**src/ptw_pkg.sv**
```systemverilog
// constants and types shared by the periodic timer and watchdog unit
package ptw_pkg;
	// register byte offsets on the apb bus
	localparam logic [7:0] ptw_off_config = 8'h00;
	localparam logic [7:0] ptw_off_prescaler = 8'h04;
	localparam logic [7:0] ptw_off_reload = 8'h08;
	localparam logic [7:0] ptw_off_ctrl_stat = 8'h0C;
	localparam logic [7:0] ptw_off_wd_count = 8'h10;
	localparam logic [7:0] ptw_off_wd_match = 8'h14;
	localparam logic [7:0] ptw_off_power_mode = 8'h18;
	localparam logic [7:0] ptw_off_status = 8'h1C;
	// configuration bit positions
	localparam int ptw_bit_lock_config = 0;
	localparam int ptw_bit_lock_prescaler = 1;
	localparam int ptw_bit_lock_periodic_timer = 2;
	localparam int ptw_bit_lock_watchdog_count = 3;
	localparam int ptw_bit_watchdog_clock_select = 4;
	localparam int ptw_bit_match_service_enable = 5;
	localparam logic [5:0] ptw_config_used_mask = 6'h3F;
	// control/status bit positions
	localparam int ptw_bit_restart = 0;
	localparam int ptw_bit_terminal_count = 1;
	localparam int ptw_bit_timer_irq_enable = 2;
	// reset values, watchdog match value and largest prescale code
	localparam logic [5:0] ptw_config_reset = 6'h00;
	localparam logic [2:0] ptw_prescale_reset = 3'h0;
	localparam logic [15:0] ptw_reload_reset = 16'hFFFF;
	localparam logic [7:0] ptw_wd_count_reset = 8'h0F;
	localparam logic [7:0] ptw_match_value = 8'h5C;
	localparam logic [2:0] ptw_prescale_max_code = 3'h5;
	// value shown for locked register reads
	localparam logic [31:0] ptw_locked_read = 32'hDEAD_BEEF;
	// slow clock edge detection
	localparam int ptw_slow_sync_stages = 2;
	// watchdog error pulse: hold for at least one slow clock period (100 kHz min)
	localparam int ptw_slow_period_ns = 10000;
	localparam int ptw_clk_period_ns = 10;
	localparam logic [11:0] ptw_error_hold_cycles = 12'(ptw_slow_period_ns / ptw_clk_period_ns);
endpackage

```
**src/ptw_timer_watchdog.sv**
```systemverilog
// periodic timer and watchdog unit with apb register access
`timescale 1ns/1ps
module ptw_timer_watchdog
(
	input wire logic pclk,
	input wire logic presetn,
	input wire logic psel,
	input wire logic penable,
	input wire logic pwrite,
	input wire logic [7:0] paddr,
	input wire logic [31:0] pwdata,
	output logic [31:0] prdata,
	output logic pready,
	output logic pslverr,
	input wire logic slow_clock,
	output logic timer_irq,
	output logic timer_underflow_pulse,
	output logic watchdog_reset_request
);
	import ptw_pkg::*;

	// ==========================================================
	// state
	// ==========================================================
	logic [5:0] config_bits;
	logic [2:0] prescale_divide_code;
	logic [15:0] reload, timer_count;
	logic [7:0] wd_count_value, wd_counter;
	logic [ptw_slow_sync_stages-1:0] slow_sync;
	logic [4:0] prescale_count;
	logic [11:0] error_hold;
	logic restart_pending, terminal_count_flag, timer_irq_enable, power_save, slow_prev;
	logic prescaled_tick, underflow_tick, wd_started, wd_match_seen, next_error;

	// apb decode
	logic access, wr, rd, active_ok, wd_tick, mapped;
	logic sel_config, sel_prescaler, sel_reload, sel_ctrl_stat, sel_count, sel_match, sel_mode, sel_status;
	logic svc_count, svc_match, bad_match;

	// divisor mask for a prescale code: tick when low bits of counter are all ones
	function automatic logic [4:0] ptw_div_mask(input logic [2:0] code);
		logic [5:0] full;
		full = 6'(6'h01 << code);
		ptw_div_mask = 5'(full - 6'h01);
	endfunction

	// ==========================================================
	// bus decode
	// ==========================================================
	// one-cycle access phase: the slave is always ready
	assign access = psel && penable;
	assign wr = access && pwrite;
	assign rd = access && !pwrite;
	assign active_ok = !power_save;
	assign sel_config = paddr == ptw_off_config;
	assign sel_prescaler = paddr == ptw_off_prescaler;
	assign sel_reload = paddr == ptw_off_reload;
	assign sel_ctrl_stat = paddr == ptw_off_ctrl_stat;
	assign sel_count = paddr == ptw_off_wd_count;
	assign sel_match = paddr == ptw_off_wd_match;
	assign sel_mode = paddr == ptw_off_power_mode;
	assign sel_status = paddr == ptw_off_status;
	assign mapped = sel_config || sel_prescaler || sel_reload || sel_ctrl_stat || sel_count || sel_match
		|| sel_mode || sel_status;

	// watchdog clock: prescaled tick or timer underflow
	assign wd_tick = config_bits[ptw_bit_watchdog_clock_select] ? prescaled_tick : underflow_tick;

	// service events
	assign svc_count = wr && sel_count && active_ok && !config_bits[ptw_bit_lock_watchdog_count];
	assign svc_match = wr && sel_match && config_bits[ptw_bit_match_service_enable];
	assign bad_match = svc_match && (pwdata[7:0] != ptw_match_value);

	// ==========================================================
	// registers
	// ==========================================================
	// set-only configuration; locked by its own bit 0
	always_ff @(posedge pclk or negedge presetn)
	begin
		if (!presetn)
			config_bits <= ptw_config_reset;
		else if (wr && sel_config && active_ok && !config_bits[ptw_bit_lock_config])
			config_bits <= config_bits | (pwdata[5:0] & ptw_config_used_mask);
	end

	// prescaler code; reserved codes are stored but divide as the largest
	always_ff @(posedge pclk or negedge presetn)
	begin
		if (!presetn)
			prescale_divide_code <= ptw_prescale_reset;
		else if (wr && sel_prescaler && active_ok && !config_bits[ptw_bit_lock_prescaler])
			prescale_divide_code <= pwdata[2:0];
	end

	// reload value and timer control
	always_ff @(posedge pclk or negedge presetn)
	begin
		if (!presetn)
		begin
			reload <= ptw_reload_reset;
			timer_irq_enable <= 1'b0;
		end
		else if (wr && active_ok && !config_bits[ptw_bit_lock_periodic_timer])
		begin
			if (sel_reload)
				reload <= pwdata[15:0];
			if (sel_ctrl_stat)
				timer_irq_enable <= pwdata[ptw_bit_timer_irq_enable];
		end
	end

	// restart request: a write wins over a tick in the same cycle, so it is never lost
	always_ff @(posedge pclk or negedge presetn)
	begin
		if (!presetn)
			restart_pending <= 1'b0;
		else if (wr && sel_ctrl_stat && active_ok && !config_bits[ptw_bit_lock_periodic_timer]
			&& pwdata[ptw_bit_restart])
			restart_pending <= 1'b1;
		else if (prescaled_tick)
			restart_pending <= 1'b0;
	end

	// terminal count: cleared at the setup edge that captures it for reading; set wins
	always_ff @(posedge pclk or negedge presetn)
	begin
		if (!presetn)
			terminal_count_flag <= 1'b0;
		else if (underflow_tick)
			terminal_count_flag <= 1'b1;
		else if (psel && !penable && !pwrite && sel_ctrl_stat && active_ok
			&& !config_bits[ptw_bit_lock_periodic_timer])
			terminal_count_flag <= 1'b0;
	end

	// watchdog count value held for match servicing
	always_ff @(posedge pclk or negedge presetn)
	begin
		if (!presetn)
			wd_count_value <= ptw_wd_count_reset;
		else if (svc_count)
			wd_count_value <= pwdata[7:0];
	end

	// power-save mode flag, software controlled
	always_ff @(posedge pclk or negedge presetn)
	begin
		if (!presetn)
			power_save <= 1'b0;
		else if (wr && sel_mode)
			power_save <= pwdata[0];
	end

	// ==========================================================
	// slow clock and prescaler
	// ==========================================================
	// synchronise the slow clock; edge detect reads only the second stage
	always_ff @(posedge pclk or negedge presetn)
	begin
		if (!presetn)
		begin
			slow_sync <= '0;
			slow_prev <= 1'b0;
		end
		else
		begin
			slow_sync <= {slow_sync[0], slow_clock};
			slow_prev <= slow_sync[1];
		end
	end

	// power-of-two divider of slow clock rising edges
	always_ff @(posedge pclk or negedge presetn)
	begin
		if (!presetn)
		begin
			prescale_count <= 5'h00;
			prescaled_tick <= 1'b0;
		end
		else
		begin
			prescaled_tick <= 1'b0;
			if (slow_sync[1] && !slow_prev)
			begin
				prescale_count <= prescale_count + 5'h01;
				// reserved codes fall back to divide by 32
				prescaled_tick <= (prescale_count & ptw_div_mask(prescale_divide_code > ptw_prescale_max_code
					? ptw_prescale_max_code : prescale_divide_code))
					== ptw_div_mask(prescale_divide_code > ptw_prescale_max_code
					? ptw_prescale_max_code : prescale_divide_code);
			end
		end
	end

	// ==========================================================
	// periodic timer
	// ==========================================================
	// counts down per prescaled tick, reloads on zero or restart
	always_ff @(posedge pclk or negedge presetn)
	begin
		if (!presetn)
		begin
			timer_count <= ptw_reload_reset;
			underflow_tick <= 1'b0;
		end
		else
		begin
			underflow_tick <= 1'b0;
			if (prescaled_tick)
			begin
				if (restart_pending)
					timer_count <= reload;
				else if (timer_count == 16'h0000)
					timer_count <= reload;
				else
				begin
					timer_count <= timer_count - 16'h0001;
					underflow_tick <= timer_count == 16'h0001;
				end
			end
		end
	end

	// underflow output held high for one prescaled cycle
	always_ff @(posedge pclk or negedge presetn)
	begin
		if (!presetn)
			timer_underflow_pulse <= 1'b0;
		else if (underflow_tick)
			timer_underflow_pulse <= 1'b1;
		else if (prescaled_tick)
			timer_underflow_pulse <= 1'b0;
	end

	// interrupt follows the flag while enabled
	always_ff @(posedge pclk or negedge presetn)
	begin
		if (!presetn)
			timer_irq <= 1'b0;
		else
			timer_irq <= timer_irq_enable && (terminal_count_flag || underflow_tick);
	end

	// ==========================================================
	// watchdog
	// ==========================================================
	// started by the first service write, stops only on reset
	always_ff @(posedge pclk or negedge presetn)
	begin
		if (!presetn)
			wd_started <= 1'b0;
		else if (svc_count || svc_match)
			wd_started <= 1'b1;
	end

	// down counter, reloaded by a service
	always_ff @(posedge pclk or negedge presetn)
	begin
		if (!presetn)
			wd_counter <= ptw_wd_count_reset;
		else if (svc_count && !config_bits[ptw_bit_match_service_enable])
			wd_counter <= pwdata[7:0];
		else if (svc_match && !bad_match)
			wd_counter <= wd_count_value;
		else if (svc_count && !wd_started)
			wd_counter <= pwdata[7:0];
		else if (wd_started && wd_tick && wd_counter != 8'h00)
			wd_counter <= wd_counter - 8'h01;
	end

	// remembers a match write in the current watchdog clock cycle
	always_ff @(posedge pclk or negedge presetn)
	begin
		if (!presetn)
			wd_match_seen <= 1'b0;
		else if (svc_match)
			wd_match_seen <= 1'b1;
		else if (wd_tick)
			wd_match_seen <= 1'b0;
	end

	// error sources: late service, repeated match, wrong match value
	assign next_error = (wd_started && wd_tick && wd_counter == 8'h00)
		|| (svc_match && wd_match_seen)
		|| bad_match;

	// stretched error pulse so slow reset logic catches it
	always_ff @(posedge pclk or negedge presetn)
	begin
		if (!presetn)
		begin
			error_hold <= 12'h000;
			watchdog_reset_request <= 1'b0;
		end
		else
		begin
			if (next_error)
				error_hold <= ptw_error_hold_cycles;
			else if (error_hold != 12'h000)
				error_hold <= error_hold - 12'h001;
			watchdog_reset_request <= next_error || error_hold > 12'h001;
		end
	end

	// ==========================================================
	// apb answer
	// ==========================================================
	// zero wait states; error for unmapped or mode-blocked access
	always_ff @(posedge pclk or negedge presetn)
	begin
		if (!presetn)
		begin
			prdata <= 32'h0000_0000;
			pready <= 1'b0;
			pslverr <= 1'b0;
		end
		else
		begin
			pready <= psel && !penable;
			pslverr <= psel && !penable && (!mapped || (power_save && !sel_match && !sel_mode));
			prdata <= 32'h0000_0000;
			if (psel && !penable && !pwrite)
			begin
				if (sel_config)
					prdata <= config_bits[ptw_bit_lock_config] ? ptw_locked_read : {26'h0, config_bits};
				else if (sel_prescaler)
					prdata <= config_bits[ptw_bit_lock_prescaler] ? ptw_locked_read : {29'h0, prescale_divide_code};
				else if (sel_reload)
					prdata <= config_bits[ptw_bit_lock_periodic_timer] ? ptw_locked_read : {16'h0, reload};
				else if (sel_ctrl_stat)
					prdata <= config_bits[ptw_bit_lock_periodic_timer] ? ptw_locked_read
						: {29'h0, timer_irq_enable, terminal_count_flag, restart_pending};
				else if (sel_mode)
					prdata <= {31'h0, power_save};
				else if (sel_status)
					prdata <= {16'h0, wd_counter, 7'h0, wd_started};
			end
		end
	end
endmodule

```
**config.mk**
```make
export PLATFORM = sky130hd
export DESIGN_NAME = ptw_timer_watchdog
export DESIGN_NICKNAME = d
export VERILOG_FILES = /design/src/ptw_pkg.sv /design/src/ptw_timer_watchdog.sv
export SDC_FILE = /design/constraint.sdc
export NUM_CORES = 1
export LEC_CHECK = 0
export BUFFER_PORTS_ARGS = -buffer_cell sky130_fd_sc_hd__buf_2
export CAP_MARGIN = 20
export CORE_ASPECT_RATIO = 0.5
export CORE_UTILIZATION = 39
export CTS_CLUSTER_SIZE = 10
export DETAILED_ROUTE_END_ITERATION = 10
export PLACE_DENSITY = 0.61
export REMOVE_ABC_BUFFERS = 1
export SYNTH_ARGS = -nofsm -noshare
export SYNTH_HDL_FRONTEND = slang
export SYNTH_SLANG_ARGS = --single-unit
```
**constraint.sdc**
```tcl
create_clock -name pclk -period 2.15 [get_ports pclk]
set_input_delay 0.43 -clock pclk [delete_from_list [all_inputs] [get_ports pclk]]
set_output_delay 0.43 -clock pclk [all_outputs]
set_load 0.01 [all_outputs]
```
==> results.sh, run 1 <==
export IMPL_outcome="finished, final reports clean"
export IMPL_final_common_cell="dfrtp_1"
export IMPL_wl_per_cell_um=16.5
export IMPL_cap_violations=0
export IMPL_ys_ff_latch=107
export IMPL_cpPeakStageDelay_ns=0.48
export IMPL_dieWidth_um=173
export IMPL_arrival_ns=2.30
export IMPL_yosysWarningCount=0
export IMPL_cp_cell_sequence="inv_1 > ha_1 > or3b_2 > o31a_1 > or3_1 > a21oi_1 > o21ai_1"
export IMPL_drc_errors=0
export IMPL_cts_tree="built"
export IMPL_antenna_cells=0
export IMPL_cts_sink_count=107
export IMPL_ys_seq_area_share_pct=47.7
export IMPL_h_tree_depth=3
export IMPL_synth_flop_cell="dfrtp_1"
export IMPL_ios=83
export IMPL_dp_cells=852
export IMPL_avgSynthCellArea_um2=9.83
export IMPL_syn2layout_area_growth_pct=18.9
export IMPL_grt_use_total_pct=20.0
export IMPL_crit_path_start_kind="flop"
export IMPL_final_cell_mix="dfrtp_1 (67), buf_2 (60), buf_4 (57)"
export IMPL_dpl_hpwl_um=10600
export IMPL_grt_pass1_wl_um=23800
export IMPL_period_needed_ns=2.07
export IMPL_ant_nets=0
export IMPL_grt_max_degree=40
export IMPL_cts_root_buf="clkbuf_16"
export IMPL_nets=725
export IMPL_path_class="reg -> reg"
export IMPL_grt_overflow=0
export IMPL_fillCellCount=1282
export IMPL_synth_cell_types=71
export IMPL_cp_max_fo=3
export IMPL_netlist_area_um2=5720
export IMPL_slew_viol_final=0
export IMPL_tns_ns=0
export IMPL_end_kind="flop"
export IMPL_p_int_mw=3.46
export IMPL_comb_power_share_pct=15.7
export IMPL_power_frac_seq_pct=51.0
export IMPL_rows=30
export IMPL_path_clk_slew_ns=0.07
export IMPL_power_switching_mw=1.34
export IMPL_place_congestion=0.898
export IMPL_stdcell_count=868
export IMPL_switching_share_pct=27.9
export IMPL_cts_buffers=9
export IMPL_hold_class="in -> async"
export IMPL_multi_input_area_um2=2700
export IMPL_dr_total_vias=4703
export IMPL_drt_total_wl_um=14300
export IMPL_grt_pass1_vias=4556
export IMPL_start_util_pct=41.1
export IMPL_powerDensity_nw_per_um2=706
export IMPL_power_leakage_nw=3.16
export IMPL_clkPwrFrac_pct=33.3
export IMPL_whs_ns=0.0388
export IMPL_synth_edff_count=0
export IMPL_insertion_delay_ns=0.35
export IMPL_async_flop_share_pct=100
export IMPL_setup_violations=0
export IMPL_hold_viol=0
export IMPL_port_buffer_count=61
export IMPL_fin_skew_ns=0.00701
export IMPL_antenna_found_initial=0
export IMPL_peakVddDrop_v=0.000370
export IMPL_die_h_um=87.7
export IMPL_vias_per_cell=5.42
export IMPL_crit_required_ns=2.38
export IMPL_die_area_um2=15200
export IMPL_clockBufferDepth=2
export IMPL_cts_setup_buffers=0
export IMPL_drive_gt1_share_pct=31.2
export IMPL_cpMaxStageDelayCell="or3b_2"
export IMPL_period_share_pct=96.3
export IMPL_dr_pass1_iters=5
export IMPL_core_um2=13900
export IMPL_drt_iter0_drc=345
export IMPL_fmax_mhz=483
export IMPL_rsz0062_at_grt="false"
export IMPL_slew_headroom_pct=59.7
export IMPL_worstMarginPinSlew_ns=0.597
export IMPL_synth_cells=582
export IMPL_register_area_um2=2730
[synthesized netlist by cell type, types with 7 or more instances]
master | instances | area [um^2]
or3_1 | 11 | 68.8
clkbuf_1 | 25 | 93.8
mux2_2 | 23 | 259
xnor2_1 | 7 | 61.3
a21oi_1 | 30 | 150
dfrtp_1 | 67 | 1680
mux2i_1 | 14 | 140
a22oi_1 | 8 | 60.1
nand2_1 | 53 | 199
dfstp_2 | 40 | 1050
xor2_1 | 11 | 96.3
o2bb2ai_1 | 10 | 87.6
inv_1 | 23 | 86.3
nand3_1 | 20 | 100
nor4_1 | 12 | 75.1
nor2_1 | 45 | 169
nor3_1 | 18 | 90.1
o21ai_0 | 20 | 100
nand4_1 | 9 | 56.3
o211ai_1 | 7 | 52.6
a21o_1 | 13 | 97.6
buf_4 | 15 | 113
ha_1 | 8 | 100
[cells by family after synthesis]
| kind of cell | share of synthesized area, % |
|---|---|
| other | 0.0655 |
| AND/OR/NAND/NOR | 18.7 |
| buffers and inverters | 5.64 |
| AO/OA/AOI/OAI | 16.4 |
| adder cells (fa/ha/maj) | 1.75 |
| XOR/XNOR | 2.76 |
| multiplexers | 6.98 |
| flip-flops | 47.7 |
[critical path, delay by kind of cell (launching register included)]
| kind | cells | cell delay, ns |
|---|---|---|
| AND/OR/NAND/NOR | 2 | 0.83 |
| AO/OA/AOI/OAI | 3 | 0.46 |
| flip-flops | 1 | 0.37 |
| adder cells (fa/ha/maj) | 1 | 0.23 |
| buffers and inverters | 1 | 0.07 |
[sequential cells by signal (all words and copies together) (netlist names), 2 cells and up]
signal	cells
config_bits	6
error_hold	12
prdata	17
prescale_count	5
prescale_divide_code	3
reload	16
slow_sync	2
timer_count	16
wd_count_value	8
wd_counter	8
[layer usage]
layer / wire (um) / global-route usage (%) / part of all wire, %
met1: 6660 / 26.9 / 47
met2: 6530 / 31.7 / 46
met3: 855 / 4.73 / 6.0
met4: 258 / 7.80 / 1.8
met5: 0 / 0 / 0
[area by class of cell]
| type | count | area share, % |
|---|---|---|
| timing repair buffer | 119 | 11.3 |
| tap | 192 | 3.53 |
| clock buffer | 13 | 3.84 |
| inverter | 23 | 1.27 |
| multi-input combinational | 411 | 39.7 |
| clock inverter | 3 | 0.294 |
| sequential | 107 | 40.1 |
[final timing paths]
| path | endpoint | depth (start not counted) | slack [ns] | startpoint |
|---|---|---|---|---|
| max | wd_counter[6] | 7 | 0.08 | wd_counter[0] |
| min | slow_sync[1] | 1 | 0.04 | presetn |
| max reg2reg | wd_counter[6] | 7 | 0.08 | wd_counter[0] |
| min reg2reg | slow_sync[1] | 0 | 0.35 | slow_sync[0] |
| max in group asynchronous | reload[10] | 2 | 1.47 | presetn |
| min in group pclk | slow_sync[0] | 1 | 0.18 | slow_clock |
[power groups by stage]
| stage | Sequential [mW] | Clock (mW) | Combinational, mW |
|---|---|---|---|
| 6_report | 2.45 | 1.60 | 0.753 |
| 5_1_grt | 2.49 | 1.72 | 0.867 |
| 4_1_cts | 2.44 | 1.64 | 0.757 |
| 3_5_place_dp | 2.47 | 0 | 0.755 |
| 3_3_place_gp | 2.47 | 0 | 0.737 |
| 2_1_floorplan | 2.44 | 0 | 0.434 |
[what timing repair did]
action	4_1_cts	5_1_grt
hold endpoints to repair	0	0
endpoints found under the setup margin	0	1
hold buffers	0	0
resized for setup	0	2
[metrics by stage]
stage               setup slack [ns]  util [%]  cell area (um^2)  total power [mW]
finish                        0.0798      48.9              6800              4.80
detailed placement            -0.135      46.7              6510              3.23
global placement              -0.108      46.7              6510              3.21
CTS                           0.0480      48.8              6790              4.84
global route                  0.0139      48.9              6800              5.08
floorplan                     -0.463         -              5500              2.88
(Power assumes the default switching activity.)
==> run 2, diff against run 1 <==
--- a/config.mk
+++ b/config.mk
@@ -11,6 +11,7 @@
 export CORE_UTILIZATION = 39
 export CTS_CLUSTER_SIZE = 10
 export DETAILED_ROUTE_END_ITERATION = 10
+export HOLD_SLACK_MARGIN = 0.15
 export PLACE_DENSITY = 0.61
 export REMOVE_ABC_BUFFERS = 1
 export SYNTH_ARGS = -nofsm -noshare
==> run 2 against run 1 <==
  * Critical path depth unchanged
  * Clock power about the same
  * Maximum frequency increased by 0.95%
  * Total power about the same
  * Non-clock buffer count increased by 1
  * Global-route usage about the same
  * Clock-buffer cell count unchanged
  * Sequential power about the same
  * Combinational power about the same
  * Clock skew about the same
  * Worst setup slack improved by 0.019 ns
==> results.sh, run 2 (same netlist as run 1, synthesis figures left out) <==
export IMPL_die_area_um2=15200
export IMPL_core_um2=13900
export IMPL_fillCellCount=1283
export IMPL_ios=83
export IMPL_cts_setup_buffers=0
export IMPL_vias_per_cell=5.40
export IMPL_h_tree_depth=3
export IMPL_port_buffer_count=61
export IMPL_arrival_ns=2.29
export IMPL_cts_buffers=9
export IMPL_cts_tree="built"
export IMPL_period_needed_ns=2.05
export IMPL_globalRouteMet2Util_pct=31.7
export IMPL_fin_skew_ns=0.00678
export IMPL_hold_viol=0
export IMPL_p_int_mw=3.46
export IMPL_dpl_hpwl_um=10600
export IMPL_met3_usage_pct=4.73
export IMPL_rows=30
export IMPL_r2r_start="wd_counter[0]"
export IMPL_stdcell_count=869
export IMPL_hold_start="slow_clock"
export IMPL_power_switching_mw=1.34
export IMPL_final_common_cell="dfrtp_1"
export IMPL_switching_share_pct=28.0
export IMPL_slew_viol_final=0
export IMPL_hold_depth=1
export IMPL_power_leakage_nw=3.17
export IMPL_dr_total_vias=4690
export IMPL_final_util_pct=48.9
export IMPL_comb_power_share_pct=15.7
export IMPL_slew_headroom_pct=59.8
export IMPL_syn2layout_area_growth_pct=19.1
export IMPL_largest_reg_flops=17
export IMPL_hold_end="slow_sync[0]"
export IMPL_final_cell_mix="dfrtp_1 (67), buf_2 (60), buf_4 (57)"
export IMPL_grt_overflow=0
export IMPL_ant_nets=0
export IMPL_dp_cells=852
export IMPL_end_kind="flop"
export IMPL_grt_pass1_wl_um=23800
export IMPL_drive_gt1_share_pct=31.2
export IMPL_drt_iter0_drc=397
export IMPL_crit_required_ns=2.39
export IMPL_fmax_mhz=488
export IMPL_setup_violations=0
export IMPL_reg_top3="prdata: 17 flops, reload: 16 flops, timer_count: 16 flops"
export IMPL_period_share_pct=95.4
export IMPL_dr_pass1_iters=5
export IMPL_multi_input_area_um2=2700
export IMPL_clkPwrFrac_pct=33.3
export IMPL_cts_root_buf="clkbuf_16"
export IMPL_crit_path_start_kind="flop"
export IMPL_cap_violations=0
export IMPL_dieWidth_um=173
export IMPL_grt_use_total_pct=20.0
export IMPL_nets=726
export IMPL_path_class="reg -> reg"
export IMPL_top_usage_layer="met2"
export IMPL_grt_pass1_vias=4562
export IMPL_place_congestion=0.898
export IMPL_register_area_um2=2730
export IMPL_power_frac_seq_pct=51.0
export IMPL_antenna_found_initial=0
export IMPL_drc_errors=0
export IMPL_reg2reg_to="wd_counter[6]"
export IMPL_outcome="finished, final reports clean"
export IMPL_powerDensity_nw_per_um2=705
export IMPL_cts_sink_count=107
export IMPL_r2r_slack_ns=0.1
export IMPL_wl_per_cell_um=16.5
export IMPL_regMostFlops="prdata"
export IMPL_rsz0062_at_grt="false"
export IMPL_hold_class="in -> reg"
export IMPL_insertion_delay_ns=0.35
export IMPL_drt_total_wl_um=14300
export IMPL_preCtsSetupSlack_ns=-0.135
export IMPL_cp_max_fo=3
export IMPL_die_h_um=87.7
export IMPL_reg2regPathDepth=7
export IMPL_peakVddDrop_v=0.000373
export IMPL_start_util_pct=41.1
export IMPL_grt_max_degree=40
export IMPL_clockBufferDepth=2
export IMPL_antenna_cells=0
export IMPL_worstMarginPinSlew_ns=0.594
export IMPL_use_met1_pct=26.9
export IMPL_path_clk_slew_ns=0.07
export IMPL_setup_ws_ns=0.0993
export IMPL_fin_total_pwr_mw=4.80
run 2: cell types whose count changed in the layout (fill, tap and decap cells not counted), sizes merged:
cell         change
dlygate4sd3      +1
run 2: power by group through the flow:
stage	registers [mW]	logic, mW	clock network (mW)
finish	2.45	0.755	1.60
global placement	2.47	0.737	0
detailed placement	2.47	0.755	0
floorplan	2.44	0.434	0
global route	2.49	0.869	1.72
CTS	2.44	0.759	1.64
run 2: timing repair:
| item | CTS | global route |
|---|---|---|
| endpoints found under the setup margin | 0 | 1 |
| endpoints found under the hold margin | 29 | 0 |
| gates resized for setup | 0 | 2 |
| hold buffers | 1 | 0 |
run 2: how the worst max path moves through the flow:
stage / startpoint / slack, ns / endpoint / cells past startpoint
6_report: wd_counter[0] / 0.1 / wd_counter[6] / 7
5_1_grt: wd_counter[1] / 0.01 / wd_counter[6] / 7
4_1_cts: timer_count[0] / 0.05 / timer_count[12] / 6
3_5_place_dp: paddr[5] / -0.14 / wd_counter[4] / 6
3_3_place_gp: paddr[5] / -0.11 / wd_counter[4] / 6
2_1_floorplan: paddr[5] / -0.46 / wd_counter[2] / 5
run 2: per-stage QoR:
step	setup TNS (ns)	instance area, um^2	hold slack, ns
after global routing	0	6810	0.168
after detailed placement	-0.602	6510	0.336
after CTS	0	6800	0.170
final	0	6810	0.183
after global placement	-0.515	6510	0.335
after floorplan	-4.94	5500	0.134
run 2: final cells by class:
class / count / area share [%]
timing repair buffer: 120 / 11.4
inverter: 23 / 1.27
tap: 192 / 3.53
sequential: 107 / 40.0
multi-input combinational: 411 / 39.6
clock inverter: 3 / 0.294
clock buffer: 13 / 3.84
run 2: layer usage:
metal  up-vias  routed length [um]
met4         0                 277
li1       2273                   -
met5         -                   0
met3        22                 770
met2       129                6470
met1      2266                6800
run 2: worst max-delay path: stages (launching register included):
cell and delay, ns:
dfstp_2 0.37, inv_1 0.07, ha_1 0.22, or3b_2 0.48, o31a_1 0.25, or3_1 0.35
a21oi_1 0.13, o21ai_1 0.08
==> run 3, diff against run 2 <==
--- a/config.mk
+++ b/config.mk
@@ -5,14 +5,16 @@
 export SDC_FILE = /design/constraint.sdc
 export NUM_CORES = 1
 export LEC_CHECK = 0
+export ABC_AREA = 1
 export BUFFER_PORTS_ARGS = -buffer_cell sky130_fd_sc_hd__buf_2
 export CAP_MARGIN = 20
 export CORE_ASPECT_RATIO = 0.5
 export CORE_UTILIZATION = 39
+export CTS_CLUSTER_DIAMETER = 60
 export CTS_CLUSTER_SIZE = 10
 export DETAILED_ROUTE_END_ITERATION = 10
 export HOLD_SLACK_MARGIN = 0.15
-export PLACE_DENSITY = 0.61
+export PLACE_DENSITY = 0.59
 export REMOVE_ABC_BUFFERS = 1
 export SYNTH_ARGS = -nofsm -noshare
 export SYNTH_HDL_FRONTEND = slang
==> constraint.sdc (replaced) <==
create_clock -name pclk -period 2.6 [get_ports pclk]
set_input_delay 0.52 -clock pclk [delete_from_list [all_inputs] [get_ports pclk]]
set_output_delay 0.52 -clock pclk [all_outputs]
set_load 0.01 [all_outputs]
==> run 3 against run 2 <==
  * Cell count rose by 16%
  * Critical endpoint is now wd_counter[3]
  * Critical path type unchanged
  * Core utilization is 3.0 points lower
  * Critical path depth grew 2
==> results.sh, run 3 <==
export IMPL_antenna_cells=0
export IMPL_drt_total_wl_um=14000
export IMPL_ctsResizeCount=0
export IMPL_fmax_mhz=527
export IMPL_synth_most_common_cell="nand2_1"
export IMPL_fin_total_pwr_mw=5.06
export IMPL_whs_ns=0.269
export IMPL_grt_max_degree=62
export IMPL_outcome="finished, final reports clean"
export IMPL_nets=859
export IMPL_stdcell_count=1008
export IMPL_slew_headroom_pct=60.0
export IMPL_period_needed_ns=1.90
export IMPL_synth_flop_cell="dfrtp_1"
export IMPL_reg2reg_to="wd_counter[3]"
export IMPL_die_area_um2=15900
export IMPL_cp_cell_sequence="inv_2 > nand2_1 > o21ai_1 > nor2_1 > nand2_1 > nand2_2 > nor2_2 > a21oi_1 > a21oi_1"
export IMPL_synth_edff_count=0
export IMPL_drt_iter0_drc=362
export IMPL_peakVddDrop_v=0.000396
export IMPL_reg2regPathDepth=9
export IMPL_ios=83
export IMPL_port_buffer_count=61
export IMPL_final_cell_mix="nand2_1 (180), inv_1 (89), nor2_1 (78)"
export IMPL_end_kind="flop"
export IMPL_cap_violations=0
export IMPL_dieWidth_um=177
export IMPL_cts_buffers=9
export IMPL_worstMarginPinSlew_ns=0.597
export IMPL_regMostFlops="prdata"
export IMPL_h_tree_depth=3
export IMPL_crit_path_start_kind="flop"
export IMPL_ys_ff_latch=107
export IMPL_synth_area_top_cells="dfrtp_1 (28%), dfstp_2 (18%), nand2_1 (11%)"
export IMPL_rows=31
export IMPL_drive_gt1_share_pct=21.6
export IMPL_hold_depth=1
export IMPL_period_share_pct=73.0
export IMPL_path_class="reg -> reg"
export IMPL_holdBufCountCts=1
export IMPL_r2r_start="prescaled_tick"
export IMPL_hold_end="slow_sync[0]"
export IMPL_ant_nets=0
export IMPL_grt_use_total_pct=18.9
export IMPL_async_flop_share_pct=100
export IMPL_vias_per_cell=4.93
export IMPL_yosys_area_top_type="dfrtp_1"
export IMPL_path_clk_slew_ns=0.08
export IMPL_switching_share_pct=32.5
export IMPL_ys_seq_area_share_pct=45.6
export IMPL_synth_common_cells="nand2_1 (180), inv_1 (89), nor2_1 (78)"
export IMPL_cts_tree="built"
export IMPL_avgSynthCellArea_um2=7.97
export IMPL_r2r_slack_ns=0.70
export IMPL_drc_errors=0
export IMPL_power_leakage_nw=3.33
export IMPL_clkPwrFrac_pct=32.0
export IMPL_yosysWarningCount=0
export IMPL_antenna_found_initial=0
export IMPL_cpPeakStageDelay_ns=0.44
export IMPL_tns_ns=0
export IMPL_crit_required_ns=2.87
export IMPL_comb_power_share_pct=23.4
export IMPL_syn2layout_area_growth_pct=13.0
export IMPL_largest_reg_flops=17
export IMPL_cp_max_fo=18
export IMPL_hold_start="slow_clock"
export IMPL_dr_pass1_iters=4
export IMPL_dr_total_vias=4974
export IMPL_dpl_hpwl_um=10500
export IMPL_hold_class="in -> reg"
export IMPL_rsz0062_at_grt="false"
export IMPL_slew_viol_final=0
export IMPL_cts_setup_buffers=0
export IMPL_start_util_pct=40.6
export IMPL_cts_root_buf="clkbuf_16"
export IMPL_wl_per_cell_um=13.9
export IMPL_core_um2=14700
export IMPL_synth_cells=751
export IMPL_fin_skew_ns=0.00941
export IMPL_dp_cells=991
export IMPL_power_switching_mw=1.65
export IMPL_grt_pass1_wl_um=23200
export IMPL_hold_viol=0
export IMPL_netlist_area_um2=5990
export IMPL_powerDensity_nw_per_um2=748
export IMPL_final_util_pct=45.9
export IMPL_grt_overflow=0
export IMPL_setup_violations=0
export IMPL_p_int_mw=3.41
export IMPL_cpMaxStageDelayCell="dfrtp_1"
export IMPL_place_congestion=0.859
export IMPL_die_h_um=89.6
export IMPL_final_common_cell="nand2_1"
export IMPL_cts_sink_count=107
export IMPL_synth_cell_types=48
export IMPL_insertion_delay_ns=0.35
export IMPL_grt_pass1_vias=4653
export IMPL_arrival_ns=2.17
export IMPL_yosysTopAreaCellShare_pct=28.0
export IMPL_reg_top3="prdata: 17 flops, reload: 16 flops, timer_count: 16 flops"
export IMPL_clockBufferDepth=2
export IMPL_power_frac_seq_pct=44.5
-- run 3: cell count changes after synthesis, moves of 11 or more --
cell / delta
nand3_1: +36
a21o_1: -13
mux2i_1: -14
nor2_1: +33
mux2_2: -23
nand2_1: +127
or3_1: -11
o21ai_0: +24
clkbuf_1: -21
inv_1: +66
-- run 3: how the worst max path moves through the flow --
stage / start / to / slack (ns) / cells past startpoint
finish: prescaled_tick / wd_counter[3] / 0.70 / 9
global route: prescaled_tick / wd_counter[3] / 0.48 / 9
CTS: prescaled_tick / wd_counter[3] / 0.67 / 9
detailed placement: paddr[1] / reload[11] / 0.48 / 9
global placement: paddr[7] / prdata[3] / 0.55 / 8
floorplan: timer_count[0] / timer_count[13] / 0.68 / 9
-- run 3: area by class of cell --
type / instances / area (um^2)
flip-flops and latches: 107 / 2730
repair buffers: 68 / 375
clock inverters: 7 / 128
well taps: 198 / 248
multi-input cells: 519 / 2680
clock buffers: 9 / 225
inverters: 100 / 378
fillers: 1477 / 7980
-- run 3: metrics by stage --
| step | setup slack [ns] | instance area (um^2) |
|---|---|---|
| floorplan | 0.675 | 5790 |
| global placement | 0.555 | 6400 |
| detailed placement | 0.482 | 6400 |
| CTS | 0.675 | 6760 |
| global route | 0.484 | 6760 |
| finish | 0.701 | 6760 |
-- run 3: power by group through the flow --
| stage | clock [mW] | sequential [mW] | combinational (mW) |
|---|---|---|---|
| after floorplan | 0 | 2.22 | 0.916 |
| after global placement | 0 | 2.27 | 1.16 |
| after detailed placement | 0 | 2.27 | 1.19 |
| after CTS | 1.66 | 2.25 | 1.20 |
| after global routing | 1.72 | 2.30 | 1.39 |
| final | 1.62 | 2.25 | 1.19 |
-- run 3: metal layers --
metal	wire (um)	part of all wire, %	GRT usage [%]	up-vias
li1	-	-	-	2505
met1	7040	50	27.1	2357
met2	6280	45	30.3	102
met3	579	4.1	3.03	10
met4	96	0.69	4.23	0
met5	0	0	0	-
-- run 3: critical path, delay by kind of cell, from the launching register on --
kind / cells / cell delay, ns
buf+inv: 1 / 0.29
flops: 1 / 0.44
simple gates: 5 / 0.67
compound gates: 3 / 0.42
-- run 3: cell families (layout without fill, tap and decap cells) --
logic type	count (synthesis)	count (layout)	synth area share, %
AO/OA/AOI/OAI	113	113	10.8
other	1	5	0.0626
flip-flops	107	107	45.6
AND/OR/NAND/NOR	378	378	29.8
XOR/XNOR	15	15	2.19
buffers and inverters	129	184	9.88
adder cells (fa/ha/maj)	8	8	1.67
